## config.mk

```make
export PLATFORM = sky130hd
export DESIGN_NAME = nand_ctl
export DESIGN_NICKNAME = d
export VERILOG_FILES = /design/src/hdl/nand_ctl_pkg.sv /design/src/hdl/nand_ctl.sv /design/src/hdl/nand_strobe.sv
export VERILOG_INCLUDE_DIRS = /design/src /design/src/hdl
export SDC_FILE = /design/constraint.sdc
export NUM_CORES = 1
export LEC_CHECK = 0
export BUFFER_PORTS_ARGS = -buffer_cell sky130_fd_sc_hd__buf_4
export CAP_MARGIN = 20
export CORE_MARGIN = 5
export CORE_UTILIZATION = 51
export DETAILED_ROUTE_END_ITERATION = 7
export HOLD_SLACK_MARGIN = 0.06
export PLACE_DENSITY = 0.8
export SLEW_MARGIN = 20
export SYNTH_ARGS = -nofsm -noshare
export SYNTH_HDL_FRONTEND = slang
export SYNTH_HIERARCHICAL = 1
export SYNTH_SLANG_ARGS = --single-unit
```

## constraint.sdc

```tcl
create_clock -name clk -period 2.4 [get_ports clk]
set_input_delay 0.24 -clock clk [delete_from_list [all_inputs] [get_ports clk]]
set_output_delay 0.24 -clock clk [all_outputs]
set_load 0.02 [all_outputs]
```

## src/hdl/nand_ctl_defines.svh

```systemverilog
// timing counts, command codes and status field positions for the nand controller
`ifndef NAND_CTL_DEFINES_SVH
`define NAND_CTL_DEFINES_SVH
`define CLK_PERIOD_NS 8
`define CMD_READ 8'h00
`define CMD_STATUS 8'h70
`define CMD_READ_ID 8'h90
`define CMD_RESET 8'hFF
`define ID_ADDR 8'h00
`define ID_BYTES 5
`define SR_FAIL_BIT 0
`define SR_PL0_BIT 1
`define SR_PL1_BIT 2
`define SR_READY_BIT 6
`define SR_WP_BIT 7
`define SR_AFTER_RESET 8'hC0
`define POWERUP_US 10
`define POWERUP_CYC ((`POWERUP_US * 1000 + `CLK_PERIOD_NS - 1) / `CLK_PERIOD_NS)
`define STROBE_NS 24
`define STROBE_CYC ((`STROBE_NS + `CLK_PERIOD_NS - 1) / `CLK_PERIOD_NS)
`define TWHR_NS 80
`define TWHR_CYC ((`TWHR_NS + `CLK_PERIOD_NS - 1) / `CLK_PERIOD_NS)
`define TWB_NS 100
`define TWB_CYC ((`TWB_NS + `CLK_PERIOD_NS - 1) / `CLK_PERIOD_NS)
`define TRST_US 500
`define TRST_CYC ((`TRST_US * 1000) / `CLK_PERIOD_NS)
`endif

```

## src/hdl/nand_ctl_pkg.sv

```systemverilog
// types for the nand controller
package nand_ctl_pkg;
  typedef enum logic [1:0] {
    OP_STATUS = 2'h0,
    OP_READ_ID = 2'h1,
    OP_RESET = 2'h2,
    OP_READ_MODE = 2'h3
  } op_t;
  typedef struct packed {
    logic cs_n;
    logic cle;
    logic ale;
    logic we_n;
    logic read_strobe_n;
    logic wp_n;
  } pins_t;
  typedef enum logic [2:0] {
    ST_POWERUP = 3'b000,
    ST_IDLE = 3'b001,
    ST_CMD = 3'b011,
    ST_ADDR = 3'b010,
    ST_GAP = 3'b110,
    ST_READ = 3'b111,
    ST_BUSY = 3'b101
  } state_t;
endpackage

```

## src/hdl/nand_ctl.sv

```systemverilog
// host-side controller for status read, identification read and reset of a nand flash
//
// Notes on behaviour
// - after command 70h every read returns the status byte
// - after polling during a page read, write 00h before data reads
// - identification entered by command 90h then one address byte 00h
// - command FFh starts device reset
// - host waits at least 10us after power-up before any command
// - host should keep write_protect_n low across power transitions; the controller holds it low only during srst and the power-up wait
// - ready_busy_n is a wired open-drain line; low means any device busy
// - each page programmed at most once between erases
`timescale 1ns/1ps
`include "nand_ctl_defines.svh"
module nand_ctl
  import nand_ctl_pkg::*;
#(
  parameter int POWERUP_CYCLES = `POWERUP_CYC,
  parameter int RESET_CYCLES = `TRST_CYC
) (
  input wire logic clk,
  input wire logic srst,
  input wire logic req_valid,
  input wire op_t req_op,
  output logic req_ready,
  output logic [7:0] rsp_data,
  output logic rsp_valid,
  output logic rsp_last,
  output logic [7:0] status_r,
  output logic wp_enable,
  output pins_t pins_r,
  output logic [7:0] io_out_r,
  output logic io_oe_n,
  input wire logic [7:0] io_in,
  input wire logic ready_busy_in
);
  state_t state_r;
  op_t op_r;
  logic [19:0] wait_r;
  logic [2:0] idx_r;
  logic st_start;
  logic st_low;
  logic st_done;
  logic [7:0] rsp_data_r;
  logic rsp_valid_r;
  logic rsp_last_r;
  logic wp_r;

  nand_strobe #(.WIDTH(`STROBE_CYC)) u_strobe (
    .clk(clk),
    .srst(srst),
    .start(st_start),
    .low(st_low),
    .done(st_done)
  );

  assign req_ready = (state_r == ST_IDLE);
  assign st_start = (state_r == ST_CMD) || (state_r == ST_ADDR) || (state_r == ST_READ);
  assign rsp_data = rsp_data_r;
  assign rsp_valid = rsp_valid_r;
  assign rsp_last = rsp_last_r;
  assign wp_enable = wp_r;

  // write protect stays low until power-up recovery is over
  always_ff @(posedge clk) begin
    if (srst) begin
      wp_r <= 1'b0;
    end else if (state_r != ST_POWERUP) begin
      wp_r <= 1'b1;
    end
  end

  always_ff @(posedge clk) begin
    if (srst) begin
      state_r <= ST_POWERUP;
      op_r <= OP_STATUS;
      wait_r <= 20'(POWERUP_CYCLES);
      idx_r <= 3'h0;
    end else begin
      case (state_r)
        ST_POWERUP: begin
          if (wait_r == 20'h00000) begin
            state_r <= ST_IDLE;
          end else begin
            wait_r <= wait_r - 20'h00001;
          end
        end
        ST_IDLE: begin
          idx_r <= 3'h0;
          // no program op is offered, so no page can be programmed twice
          // wired line: any device low holds off a new sequence except reset and status
          if (req_valid && (ready_busy_in || req_op == OP_RESET || req_op == OP_STATUS)) begin
            op_r <= req_op;
            state_r <= ST_CMD;
          end
        end
        ST_CMD: begin
          if (st_done) begin
            if (op_r == OP_READ_ID) begin
              state_r <= ST_ADDR;
            end else if (op_r == OP_RESET) begin
              wait_r <= 20'(`TWB_CYC);
              state_r <= ST_BUSY;
            end else if (op_r == OP_STATUS) begin
              wait_r <= 20'(`TWHR_CYC);
              state_r <= ST_GAP;
            end else begin
              state_r <= ST_IDLE;
            end
          end
        end
        ST_ADDR: begin
          if (st_done) begin
            wait_r <= 20'(`TWHR_CYC);
            state_r <= ST_GAP;
          end
        end
        ST_GAP: begin
          if (wait_r == 20'h00000) begin
            state_r <= ST_READ;
          end else begin
            wait_r <= wait_r - 20'h00001;
          end
        end
        ST_READ: begin
          if (st_done) begin
            if (op_r == OP_READ_ID && idx_r != 3'(`ID_BYTES - 1)) begin
              idx_r <= idx_r + 3'h1;
            end else begin
              state_r <= ST_IDLE;
            end
          end
        end
        ST_BUSY: begin
          // wait for the busy onset, then for release, bounded by the reset time
          if (wait_r != 20'h00000) begin
            wait_r <= wait_r - 20'h00001;
            // reload only once, at the end of the busy-onset wait, so the reset bound can run out
            if (wait_r == 20'h00001 && idx_r == 3'h0) begin
              wait_r <= 20'(RESET_CYCLES);
              idx_r <= 3'h1;
            end
          end
          if (idx_r == 3'h1 && (ready_busy_in || wait_r == 20'h00000)) begin
            state_r <= ST_IDLE;
          end
        end
        default: state_r <= ST_IDLE;
      endcase
    end
  end

  // pin drive; strobes idle high, chip select low only inside a sequence
  always_ff @(posedge clk) begin
    if (srst) begin
      pins_r <= '{cs_n: 1'b1, cle: 1'b0, ale: 1'b0, we_n: 1'b1, read_strobe_n: 1'b1,
                  wp_n: 1'b0};
      io_out_r <= 8'h00;
    end else begin
      pins_r.wp_n <= wp_r;
      pins_r.cs_n <= !(state_r == ST_CMD || state_r == ST_ADDR || state_r == ST_GAP ||
                       state_r == ST_READ);
      pins_r.cle <= (state_r == ST_CMD);
      pins_r.ale <= (state_r == ST_ADDR);
      pins_r.we_n <= !((state_r == ST_CMD || state_r == ST_ADDR) && st_low);
      pins_r.read_strobe_n <= !(state_r == ST_READ && st_low);
      if (state_r == ST_CMD) begin
        case (op_r)
          OP_STATUS: io_out_r <= `CMD_STATUS;
          OP_READ_ID: io_out_r <= `CMD_READ_ID;
          OP_RESET: io_out_r <= `CMD_RESET;
          default: io_out_r <= `CMD_READ;
        endcase
      end else if (state_r == ST_ADDR) begin
        io_out_r <= `ID_ADDR;
      end
    end
  end
  assign io_oe_n = !(state_r == ST_CMD || state_r == ST_ADDR);

  // capture read bytes at the edge that ends the low phase, while the device still drives them
  always_ff @(posedge clk) begin
    if (srst) begin
      rsp_data_r <= 8'h00;
      rsp_valid_r <= 1'b0;
      rsp_last_r <= 1'b0;
      status_r <= `SR_AFTER_RESET;
    end else begin
      rsp_valid_r <= 1'b0;
      rsp_last_r <= 1'b0;
      if (state_r == ST_READ && !pins_r.read_strobe_n && !st_low) begin
        rsp_data_r <= io_in;
        rsp_valid_r <= 1'b1;
        rsp_last_r <= (op_r != OP_READ_ID) || (idx_r == 3'(`ID_BYTES - 1));
        if (op_r == OP_STATUS) begin
          status_r <= io_in;
        end
      end else if (state_r == ST_BUSY && op_r == OP_RESET && ready_busy_in && idx_r == 3'h1) begin
        status_r <= `SR_AFTER_RESET;
      end
    end
  end

  wp_low_a: assert property (@(posedge clk) disable iff (srst)
    state_r == ST_POWERUP |=> !pins_r.wp_n) else $error("write protect high during power-up");
  cmd_latch_a: assert property (@(posedge clk) disable iff (srst)
    !pins_r.we_n |-> !pins_r.cs_n && (pins_r.cle ^ pins_r.ale)) else $error("bad write cycle");
  no_overlap_a: assert property (@(posedge clk) disable iff (srst)
    !(!pins_r.we_n && !pins_r.read_strobe_n)) else $error("read and write strobes overlap");
  id_count_a: assert property (@(posedge clk) disable iff (srst)
    rsp_valid && op_r == OP_READ_ID && idx_r == 3'h0 |-> !rsp_last) else $error("id ends early");
  status_cmd_a: assert property (@(posedge clk) disable iff (srst)
    pins_r.cle && op_r == OP_STATUS |-> io_out_r == `CMD_STATUS) else $error("wrong status code");
  reset_cmd_a: assert property (@(posedge clk) disable iff (srst)
    pins_r.cle && op_r == OP_RESET |-> io_out_r == `CMD_RESET) else $error("wrong reset code");
  id_addr_a: assert property (@(posedge clk) disable iff (srst)
    pins_r.ale |-> io_out_r == `ID_ADDR && op_r == OP_READ_ID) else $error("wrong id address");
  powerup_wait_a: assert property (@(posedge clk) disable iff (srst)
    $fell(srst) |-> pins_r.cs_n [*8]) else $error("command during power-up");
  busy_hold_a: assert property (@(posedge clk) disable iff (srst)
    state_r == ST_BUSY && idx_r == 3'h1 && !ready_busy_in && wait_r != 20'h00000
    |=> state_r == ST_BUSY) else $error("left busy wait early");
endmodule // nand_ctl

```

## src/hdl/nand_strobe.sv

```systemverilog
// one write or read strobe pulse of fixed width followed by a recovery gap
`timescale 1ns/1ps
`include "nand_ctl_defines.svh"
module nand_strobe #(
  parameter int WIDTH = `STROBE_CYC
) (
  input wire logic clk,
  input wire logic srst,
  input wire logic start,
  output logic low,
  output logic done
);
  logic [7:0] cnt_r;
  always_ff @(posedge clk) begin
    if (srst) begin
      cnt_r <= 8'h00;
    end else if (start && cnt_r == 8'h00) begin
      cnt_r <= 8'(2 * WIDTH);
    end else if (cnt_r != 8'h00) begin
      cnt_r <= cnt_r - 8'h01;
    end
  end
  // low half first, high half keeps the hold and cycle time
  assign low = cnt_r > 8'(WIDTH);
  assign done = cnt_r == 8'h01;
endmodule // nand_strobe

```

==> key figures, run 1 <==
Status
  • Result of the run: finished, violations left
  • Violations in the final reports: setup timing

Floorplan
  • Die boundary width: 90.56 um
  • Vertical die dimension: 90.56 um
  • Area of the placeable core: 0.006314 mm2
  • Initial core utilization: 52.42%
  • Number of placement rows: 29
  • DIE AREA: 0.008200 mm2
  • Number of top-level pins: 49

Worst setup path
  • Crit Path Class: register to register
  • Worst setup EP type: register
  • Data arrival at the endpoint of the critical path: 2.69 ns
  • Worst-path fanout max: 5
  • Startpoint type of the worst setup path: register
  • Critical path required time: 2.63 ns

Clock network
  • # clock sinks: 65
  • Clk pin slew, worst setup/hold paths: 0.08 ns
  • Largest buffer count on any clock path: 2
  • Clock tree from TritonCTS: yes
  • Cell at the root of the clock tree: sky130_fd_sc_hd__clkbuf_8
  • Worst-skew pair later-pin latency: 0.34 ns
  • H-Tree Level Count: 3
  • Number of CTS-inserted buffers: 9

Drt
  • Sum of met2 wire segment lengths after detailed routing: 4063 um
  • Drt via density: 5.913
  • Via count: 3252
  • Total DRC errors in the routed layout: 0
  • Total iterations of the first detailed-routing run: 5
  • Wirelength per Cell: 15.96 um
  • Met1 wire length: 3804 um
  • Total routed wirelength: 8776 um
  • Max Used Layer: met4
  • Initial DRC Count: 234
  • Metal3 WL: 712 um
  • Post-DRT Antenna Nets: 0

GRT
  • Pin count of the biggest net entering global routing: 48
  • Total global-route track usage: 20.99%
  • Antenna violations before repair: 0
  • Via count of the first global-routing pass: 3012
  • Wire length of the first global-routing pass: 14280 um
  • Grt total ovfl: 0

Finish
  • Multi-input logic area: 0.001889 mm2
  • Proportion of layout cells with a drive suffix above 1: 26.22%
  • Final-layout fill cell count: 526
  • Count of inserted antenna diode cells: 0
  • End-of-flow core utilization: 66.19%
  • Fin nets: 496
  • Register Area: 0.001304 mm2
  • Synthesis-to-finish area growth: 26.28%

Logic synthesis
  • Unique cell type count in the Yosys netlist: 64
  • Combined area of all synthesized cells: 0.003309 mm2
  • EDFF count, synth: 0
  • Library cell with the largest summed area after synthesis: sky130_fd_sc_hd__dfxtp_1
  • Net Count, Synth: 420
  • Flip-flop and latch count after synthesis: 65
  • Most repeated cell in the gate-level netlist after synthesis: sky130_fd_sc_hd__dfxtp_1
  • Number of standard cells after synthesis: 392
  • Most frequent cells after synthesis: sky130_fd_sc_hd__dfxtp_1, sky130_fd_sc_hd__nor2_1, sky130_fd_sc_hd__nand2_1, sky130_fd_sc_hd__o21ai_0, sky130_fd_sc_hd__nor3_1
  • Sequential area share after synthesis: 39.32%
  • Top cells by area in the synthesized netlist: sky130_fd_sc_hd__dfxtp_1, sky130_fd_sc_hd__nor2_1, sky130_fd_sc_hd__ha_1
  • FFs w/ async S/R, synth: 0%
  • Top-area cell type share of the netlist area: 39.32%
  • Dominant register cell in the synthesized netlist: sky130_fd_sc_hd__dfxtp_1
  • Average footprint of a synthesized cell: 8.442 um2
  • Warnings, synthesis: 6

Timing
  • Part of the cycle the worst path needs: 102.3%
  • Final setup violation count: 2
  • Worst setup margin: -0.05524 ns
  • Max_slew headroom: 62.56%
  • Skew final: 0.008292 ns
  • Minimum clock period: 2.455 ns
  • Transition time at the pin with the least slew margin: 0.5616 ns
  • Achievable clock frequency: 0.4073 GHz
  • Final-report max-slew violation count: 0
  • Total count of hold-check failures in the final report: 0
  • Worst Hold Slack: 0.1361 ns
  • Unrepaired setup endpoints after global routing: yes

Power
  • Power density of the placed cells: 951.5 mW/mm2
  • Leakage component of the power: 0.001798 uW
  • Worst-case vdd ir drop: 0.0006255 V

Hold path
  • Worst Hold Class: input pin to register

Placed design
  • Number of port buffers: 48
  • Final weighted congestion in routability-driven placement: 0.9010
  • Post-DP HPWL: 6338 um

Run
  • Max capacitance violation total: 0
## what timing repair did
item / CTS / global route
gates resized for setup: 2 / 12
hold buffers: 0 / 0
buffers inserted: 1 / 3
setup endpoints to repair: 5 / 20
pin swaps: 7 / 8
## report_power, final
part	switching, uW	leakage [uW]	internal [uW]
clock	438	0.0000887	404
combinational	1000	0.00118	796
sequential	133	0.000528	1200
total	1570	0.00180	2400
## state kept, by name (all words and copies together), names as in the netlist
signal,count
rsp_last,1
idx_r,3
rsp_data,8
op_r,2
pins_r,6
state_r,3
io_out_r,4
status_r,8
wait_r,20
u_strobe/cnt_r,8
rsp_valid,1
wp_enable,1
## metal layers
layer,global-route usage (%),vias up
met5,0,-
met4,6.824,0
met3,6.500,25
met2,33.84,142
met1,26.60,1511
li1,-,1574
## stage by stage
step,total power (uW),cells,cell area (um2),TNS (ns),setup slack [ns]
6_report,3976,550,4179,-0.09389,-0.05524
5_1_grt,4209,550,4179,-0.2979,-0.1045
4_1_cts,3879,547,4116,-0.2761,-0.09496
3_5_place_dp,3014,530,3923,-0.2431,-0.1117
3_3_place_gp,2971,530,3923,-0.1147,-0.07153
2_1_floorplan,2464,392,3309,0,0.002339
## cell type report
cell class	count	area share (%)
Clock buffer	10	3.293
Clock inverter	6	1.018
Inverter	17	1.527
Multi-Input combinational cell	289	45.21
Sequential cell	65	31.20
Tap cell	77	2.305
Timing Repair Buffer	86	15.45
## critical path: stages, from the launching register on
cell and delay, ns:
sky130_fd_sc_hd__dfxtp_2 0.32, sky130_fd_sc_hd__or4_4 0.53, sky130_fd_sc_hd__or4_4 0.44, sky130_fd_sc_hd__or3_4 0.39, sky130_fd_sc_hd__a21oi_4 0.21, sky130_fd_sc_hd__buf_4 0.15
sky130_fd_sc_hd__o21ai_2 0.05, sky130_fd_sc_hd__a211o_1 0.26
## layout by cell type, fill, tap and decap left out, drive strengths merged, types with 3 or more instances in the layout
cell | synthesis | routed
a22oi | 8 | 8
a211o | 3 | 3
buf | 12 | 86
a221o | 3 | 3
a22o | 3 | 3
a31oi | 3 | 3
o31ai | 4 | 4
nor2b | 5 | 5
o21ai | 26 | 26
or3 | 11 | 11
a21oi | 21 | 21
nor3 | 21 | 21
mux2i | 10 | 10
clkbuf | 9 | 10
o22ai | 3 | 3
nand3 | 6 | 6
nand2b | 5 | 5
ha | 14 | 14
nand2 | 24 | 24
clkinv | 1 | 4
xnor2 | 8 | 8
dfxtp | 65 | 65
nor2 | 56 | 56
or4 | 7 | 7
inv | 16 | 17
and3 | 4 | 4
nor4 | 8 | 8
## worst paths after layout
path / cells past startpoint / start / slack, ns / to
worst min register to register: 2 / io_out_r[4] / 0.46 / io_out_r[4]
worst max-delay path: 7 / wait_r[14] / -0.06 / wait_r[7]
worst max register to register: 7 / wait_r[14] / -0.06 / wait_r[7]
worst min-delay path: 3 / io_in[1] / 0.14 / rsp_data[1]
## kinds of logic after synthesis
kind of cell / share of synthesized area, %
AND/OR/NAND/NOR: 24.35
AO/OA/AOI/OAI: 20.11
flip-flops: 39.32
buffers and inverters: 4.915
adder cells (fa/ha/maj): 5.293
multiplexers: 3.365
XOR/XNOR: 2.647
(Power assumes the default switching activity.)
==> run 2, diff against run 1 <==
--- a/config.mk
+++ b/config.mk
@@ -9,10 +9,11 @@
 export BUFFER_PORTS_ARGS = -buffer_cell sky130_fd_sc_hd__buf_4
 export CAP_MARGIN = 20
 export CORE_MARGIN = 5
-export CORE_UTILIZATION = 51
+export CORE_UTILIZATION = 60
+export CTS_BUF_LIST = sky130_fd_sc_hd__clkbuf_4
 export DETAILED_ROUTE_END_ITERATION = 7
 export HOLD_SLACK_MARGIN = 0.06
-export PLACE_DENSITY = 0.8
+export PLACE_DENSITY = 0.88
 export SLEW_MARGIN = 20
 export SYNTH_ARGS = -nofsm -noshare
 export SYNTH_HDL_FRONTEND = slang
==> constraint.sdc (replaced) <==
create_clock -name clk -period 2.9 [get_ports clk]
set_input_delay 0.29 -clock clk [delete_from_list [all_inputs] [get_ports clk]]
set_output_delay 0.29 -clock clk [all_outputs]
set_load 0.02 [all_outputs]
==> key figures, run 2 (synthesized netlist as in run 1, its figures left out) <==
Finish
  • Count of inserted antenna diode cells: 0 (unchanged)
  • Flip-flop count of the largest register after layout: 20 (unchanged)
  • Most frequent standard cell in the layout excluding fill and tap cells: sky130_fd_sc_hd__dfxtp_1 (was sky130_fd_sc_hd__buf_4)
  • Layout Cells excl Fill: 520 (was 550)
  • Reg with most FFs: wait_r (unchanged)
  • Leading cell types in the layout, fill and taps excluded: sky130_fd_sc_hd__dfxtp_1, sky130_fd_sc_hd__buf_4, sky130_fd_sc_hd__nor2_1 (was sky130_fd_sc_hd__buf_4, sky130_fd_sc_hd__dfxtp_1, sky130_fd_sc_hd__nor2_1)
  • Synthesis-to-finish area growth: 18.34% (was 26.28%)
  • Fin nets: 471 (was 496)
  • Proportion of layout cells with a drive suffix above 1: 19.20% (was 26.22%)

Clock network
  • Clock tree from TritonCTS: yes (unchanged)
  • Worst-skew pair later-pin latency: 0.42 ns (was 0.34 ns)
  • Post-CTS Hold Fix Bufs: 0 (unchanged)
  • H-Tree Level Count: 3 (unchanged)
  • Total of cells resized after clock tree synthesis: 0 (was 2)
  • Cell at the root of the clock tree: sky130_fd_sc_hd__clkbuf_4 (was sky130_fd_sc_hd__clkbuf_8)
  • # clock sinks: 65 (unchanged)
  • Setup fix buffers added after clock tree synthesis: 0 (was 1)
  • Number of CTS-inserted buffers: 9 (unchanged)
  • Largest buffer count on any clock path: 2 (unchanged)
  • Clk pin slew, worst setup/hold paths: 0.11 ns (was 0.08 ns)

Drt
  • Total routed wirelength: 8443 um (was 8776 um)
  • Sum of met2 wire segment lengths after detailed routing: 3973 um (was 4063 um)
  • Via count: 3182 (was 3252)
  • Total iterations of the first detailed-routing run: 5 (unchanged)
  • Post-DRT Antenna Nets: 0 (unchanged)
  • Total DRC errors in the routed layout: 0 (unchanged)
  • Wirelength per Cell: 16.24 um (was 15.96 um)
  • Max Used Layer: met4 (unchanged)
  • Metal3 WL: 581 um (was 712 um)
  • Initial DRC Count: 277 (was 234)
  • Met1 wire length: 3665 um (was 3804 um)
  • Drt via density: 6.119 (was 5.913)

Floorplan
  • DIE AREA: 0.007101 mm2 (was 0.008200 mm2)
  • Vertical die dimension: 84.27 um (was 90.56 um)
  • Number of top-level pins: 49 (unchanged)
  • Die boundary width: 84.27 um (was 90.56 um)
  • Area of the placeable core: 0.005439 mm2 (was 0.006314 mm2)
  • Initial core utilization: 60.85% (was 52.42%)
  • Number of placement rows: 27 (was 29)

Worst setup path
  • Critical path cell sequence: or4_4, or4_4, or3_4, a21oi_4, nor3_1, a221o_1 (was or4_4, or4_4, or3_4, a21oi_4, buf_4, o21ai_2, a211o_1)
  • Worst-path fanout max: 8 (was 5)
  • Worst setup EP type: register (unchanged)
  • Crit Path Class: register to register (unchanged)
  • CP max-delay cell: sky130_fd_sc_hd__or4_4 (unchanged)
  • Critical path required time: 3.22 ns (was 2.63 ns)
  • Register-to-register path setup slack: 0.33 ns (was -0.06 ns)
  • Startpoint type of the worst setup path: register (unchanged)
  • Worst path max stage delay: 0.53 ns (about the same)
  • Most common cell on crit path: sky130_fd_sc_hd__or4_4 (unchanged)
  • Data arrival at the endpoint of the critical path: 2.89 ns (was 2.69 ns)

Placed design
  • Number of port buffers: 48 (unchanged)
  • Post-DP HPWL: 5997 um (was 6338 um)
  • Final weighted congestion in routability-driven placement: 0.9330 (was 0.9010)
  • Worst Setup Slack post-DPL: 0.3431 ns (was -0.1117 ns)
  • Dpl cells: 504 (was 530)

Timing
  • Unrepaired setup endpoints after global routing: no (was yes)
  • Achievable clock frequency: 0.3884 GHz (was 0.4073 GHz)
  • Total negative setup slack: 0 ns (was -0.09389 ns)
  • Skew final: 0.009934 ns (was 0.008292 ns)
  • Part of the cycle the worst path needs: 88.79% (was 102.3%)
  • Max_slew headroom: 48.59% (was 62.56%)
  • Minimum clock period: 2.575 ns (was 2.455 ns)
  • Final-report max-slew violation count: 0 (unchanged)
  • Transition time at the pin with the least slew margin: 0.7611 ns (was 0.5616 ns)
  • Total count of hold-check failures in the final report: 0 (unchanged)
  • Worst setup margin: 0.3252 ns (was -0.05524 ns)
  • Final setup violation count: 0 (was 2)

GRT
  • Via count of the first global-routing pass: 3144 (was 3012)
  • Grt total ovfl: 0 (unchanged)
  • Wire length of the first global-routing pass: 14630 um (was 14280 um)
  • Total global-route track usage: 24.94% (was 20.99%)
  • Antenna violations before repair: 0 (unchanged)
  • Pin count of the biggest net entering global routing: 48 (unchanged)

Run
  • Max capacitance violation total: 0 (unchanged)

Power
  • Power density of the placed cells: 796.6 mW/mm2 (was 951.5 mW/mm2)
  • Worst-case vdd ir drop: 0.0004779 V (was 0.0006255 V)
  • Leakage component of the power: 0.001650 uW (was 0.001798 uW)

Hold path
  • Worst Hold Class: input pin to register (unchanged)

Status
  • Result of the run: complete, no violations (was finished, violations left)
==> run 2: cell count changes in the layout (fill, tap and decap cells not counted), sizes merged <==
cell / before / now
buf: 86 / 61
bufinv: 0 / 2
inv: 17 / 16
clkinv: 4 / 3
==> run 2: per-layer routing <==
metal  vias up  GRT usage, %
li1       1523             -
met5         -             0
met1      1500         31.69
met4         0         12.72
met2       137         39.89
met3        22         5.299
==> run 2: final cells by class <==
| cell class | count | area (um2) |
|---|---|---|
| Clock buffer | 10 | 75.07 |
| Inverter | 17 | 63.81 |
| Multi-Input combinational cell | 289 | 1846 |
| Clock inverter | 6 | 82.58 |
| Timing Repair Buffer | 61 | 457.9 |
| Sequential cell | 65 | 1301 |
| Tap cell | 72 | 90.09 |
| Fill cell | 427 | 1523 |
==> run 2: worst max-delay path, delay by kind of cell, from the launching register on <==
family,cells,cell delay [ns]
simple gates,4,1.52
compound gates,2,0.57
flops,1,0.39
==> run 2: per-stage QoR <==
stage               hold WS, ns  instance area (um2)  util (%)  power, uW
floorplan                0.4339                 3309         -       2039
global placement         0.4406                 3759     69.11       2372
detailed placement       0.4569                 3759     69.11       2412
CTS                     0.09677                 3916     72.00       3097
global route             0.1021                 3916     72.00       3338
finish                   0.1061                 3916     72.00       3120
==> run 2: report_power, final <==
| group | internal [uW] | switching [uW] |
|---|---|---|
| clock | 353 | 331 |
| sequential | 995 | 141 |
| combinational | 541 | 758 |
==> run 2: final timing paths <==
check                            startpoint          end  cells after the start
worst min register to register  io_out_r[4]  io_out_r[4]                      2
worst max-delay path             wait_r[13]    wait_r[6]                      6
worst max register to register   wait_r[13]    wait_r[6]                      6
worst min-delay path              req_op[1]      op_r[1]                      3
==> run 3, diff against run 2 <==
--- a/config.mk
+++ b/config.mk
@@ -9,11 +9,11 @@
 export BUFFER_PORTS_ARGS = -buffer_cell sky130_fd_sc_hd__buf_4
 export CAP_MARGIN = 20
 export CORE_MARGIN = 5
-export CORE_UTILIZATION = 60
+export CORE_UTILIZATION = 59
 export CTS_BUF_LIST = sky130_fd_sc_hd__clkbuf_4
 export DETAILED_ROUTE_END_ITERATION = 7
 export HOLD_SLACK_MARGIN = 0.06
-export PLACE_DENSITY = 0.88
+export PLACE_DENSITY = 0.87
 export SLEW_MARGIN = 20
 export SYNTH_ARGS = -nofsm -noshare
 export SYNTH_HDL_FRONTEND = slang
==> constraint.sdc (replaced) <==
create_clock -name clk -period 2.75 [get_ports clk]
set_input_delay 0.275 -clock clk [delete_from_list [all_inputs] [get_ports clk]]
set_output_delay 0.275 -clock clk [all_outputs]
set_load 0.02 [all_outputs]
==> key figures, run 3 (synthesized netlist as in run 1, its figures left out) <==
Clock network
  • Clk pin slew, worst setup/hold paths: 0.11 ns (about the same)
  • # clock sinks: 65 (unchanged)
  • H-Tree Level Count: 3 (unchanged)
  • Total of cells resized after clock tree synthesis: 0 (unchanged)
  • Clock tree from TritonCTS: yes (unchanged)
  • Largest buffer count on any clock path: 2 (unchanged)
  • Worst-skew pair later-pin latency: 0.42 ns (about the same)
  • Setup fix buffers added after clock tree synthesis: 0 (unchanged)
  • Number of CTS-inserted buffers: 9 (unchanged)
  • Cell at the root of the clock tree: sky130_fd_sc_hd__clkbuf_4 (unchanged)
  • Post-CTS Hold Fix Bufs: 0 (unchanged)

Drt
  • Initial DRC Count: 247 (was 277)
  • Via count: 3195 (was 3182)
  • Post-DRT Antenna Nets: 0 (unchanged)
  • Total DRC errors in the routed layout: 0 (unchanged)
  • Wirelength per Cell: 15.89 um (was 16.24 um)
  • Total iterations of the first detailed-routing run: 5 (unchanged)
  • Total routed wirelength: 8309 um (was 8443 um)
  • Drt via density: 6.109 (was 6.119)

Worst setup path
  • Worst setup EP type: register (unchanged)
  • Critical path required time: 3.06 ns (was 3.22 ns)
  • Data arrival at the endpoint of the critical path: 2.91 ns (was 2.89 ns)
  • Worst path max stage delay: 0.55 ns (was 0.53 ns)
  • Number of buffers and inverters on the critical path: 0 (unchanged)
  • Family of cells with the greatest summed delay on the critical path: simple AND/OR/NAND/NOR gates (unchanged)
  • Most common cell on crit path: sky130_fd_sc_hd__or4_4 (unchanged)
  • CP max-delay cell: sky130_fd_sc_hd__or4_4 (unchanged)
  • Crit Path Class: register to register (unchanged)
  • Worst-path fanout max: 6 (was 8)
  • Critical path cell sequence: or4_4, or4_4, or3_4, a21oi_4, nor3_1, a221o_1 (unchanged)
  • Startpoint type of the worst setup path: register (unchanged)

Timing
  • Max_slew headroom: 52.16% (was 48.59%)
  • Part of the cycle the worst path needs: 94.49% (was 88.79%)
  • Total count of hold-check failures in the final report: 0 (unchanged)
  • Achievable clock frequency: 0.3848 GHz (was 0.3884 GHz)
  • Skew final: 0.01531 ns (was 0.009934 ns)
  • Unrepaired setup endpoints after global routing: no (unchanged)
  • Minimum clock period: 2.599 ns (was 2.575 ns)
  • Final-report max-slew violation count: 0 (unchanged)
  • Total negative setup slack: 0 ns (unchanged)
  • Final setup violation count: 0 (unchanged)
  • Transition time at the pin with the least slew margin: 0.7083 ns (was 0.7611 ns)

Power
  • Power density of the placed cells: 820.7 mW/mm2 (was 796.6 mW/mm2)
  • Power share of the clock group: 19.6% (was 21.9%)
  • Leakage component of the power: 0.001658 uW (was 0.001650 uW)
  • Part of the total power dissipated in combinational logic: 43.4% (was 41.6%)
  • Share of total power in sequential cells: 37.0% (was 36.4%)
  • Internal power consumption: 1911 uW (was 1889 uW)
  • Worst-case vdd ir drop: 0.0006800 V (was 0.0004779 V)
  • Net switching component of the power: 1304 uW (was 1231 uW)
  • Post-route total power: 3215 uW (was 3120 uW)
  • Switching part of the total power: 40.55% (was 39.45%)

Finish
  • Area of all placed cells without fillers: 0.003918 mm2 (was 0.003916 mm2)
  • Fin nets: 474 (was 471)
  • Reg with most FFs: wait_r (unchanged)
  • Layout Cells excl Fill: 523 (was 520)
  • Count of inserted antenna diode cells: 0 (unchanged)
  • Proportion of layout cells with a drive suffix above 1: 19.73% (was 19.20%)
  • Leading cell types in the layout, fill and taps excluded: sky130_fd_sc_hd__dfxtp_1, sky130_fd_sc_hd__buf_4, sky130_fd_sc_hd__nor2_1 (unchanged)
  • End-of-flow core utilization: 71.58% (was 72.00%)
  • Flip-flop count of the largest register after layout: 20 (unchanged)
  • Synthesis-to-finish area growth: 18.37% (was 18.34%)
  • Most frequent standard cell in the layout excluding fill and tap cells: sky130_fd_sc_hd__dfxtp_1 (unchanged)

Floorplan
  • Number of placement rows: 27 (unchanged)
  • Die boundary width: 84.90 um (was 84.27 um)
  • Vertical die dimension: 84.90 um (was 84.27 um)
  • Number of top-level pins: 49 (unchanged)
  • Area of the placeable core: 0.005473 mm2 (was 0.005439 mm2)
  • Initial core utilization: 60.47% (was 60.85%)
  • DIE AREA: 0.007207 mm2 (was 0.007101 mm2)

Placed design
  • Number of port buffers: 48 (unchanged)
  • Final weighted congestion in routability-driven placement: 0.9131 (was 0.9330)
  • Dpl cells: 506 (was 504)
  • Post-DP HPWL: 6060 um (was 5997 um)
  • Cell Area, Placed: 0.003774 mm2 (was 0.003759 mm2)

Hold path
  • Worst Hold Class: input pin to register (unchanged)

GRT
  • Antenna violations before repair: 0 (unchanged)
  • Wire length of the first global-routing pass: 14180 um (was 14630 um)
  • Total global-route track usage: 24.42% (was 24.94%)
  • Pin count of the biggest net entering global routing: 48 (unchanged)
  • Grt total ovfl: 0 (unchanged)
  • Via count of the first global-routing pass: 3094 (was 3144)

Run
  • Max capacitance violation total: 0 (unchanged)

Status
  • Result of the run: complete, no violations (unchanged)
## run 3: cell type report
cell class	count	area, um2
fillers	437	1555
multi-input cells	289	1846
clock inverters	6	58.81
well taps	72	90.09
inverters	17	63.81
flip-flops and latches	65	1301
repair buffers	64	483.0
clock buffers	10	75.07
## run 3: per-stage QoR
| step | worst slack (ns) | hold slack [ns] |
|---|---|---|
| floorplan | 0.3084 | 0.4189 |
| global placement | 0.2254 | 0.4406 |
| detailed placement | 0.1916 | 0.4491 |
| CTS | 0.1654 | 0.06912 |
| global route | 0.06434 | 0.06323 |
| finish | 0.1514 | 0.09176 |
## run 3: routing by layer
layer	vias up	global-route usage, %	wire (um)
met3	27	6.796	493
met4	0	11.37	243
met1	1523	29.62	3474
met5	-	0	0
li1	1528	-	-
met2	117	40.14	4097
## run 3: path summary, 6_finish.rpt
check / from / endpoint / slack (ns) / depth (start not counted)
setup / recovery: wait_r[15] / wait_r[6] / 0.15 / 6
hold / removal: req_op[1] / op_r[1] / 0.09 / 3
setup reg to reg: wait_r[15] / wait_r[6] / 0.15 / 6
hold reg to reg: io_out_r[4] / io_out_r[4] / 0.47 / 2
## run 3: power by group through the flow
stage          clock network, uW  logic (uW)  registers, uW
4_1_cts                      643        1370           1180
6_report                     631        1400           1190
3_3_place_gp                   0        1310           1200
5_1_grt                      696        1520           1210
3_5_place_dp                   0        1350           1200
2_1_floorplan                  0         971           1180
## run 3: worst min-delay path, cell delays in order
cell	delay (ns)
sky130_fd_sc_hd__buf_4	0.08
sky130_fd_sc_hd__mux2i_1	0.05
sky130_fd_sc_hd__nor2_1	0.07
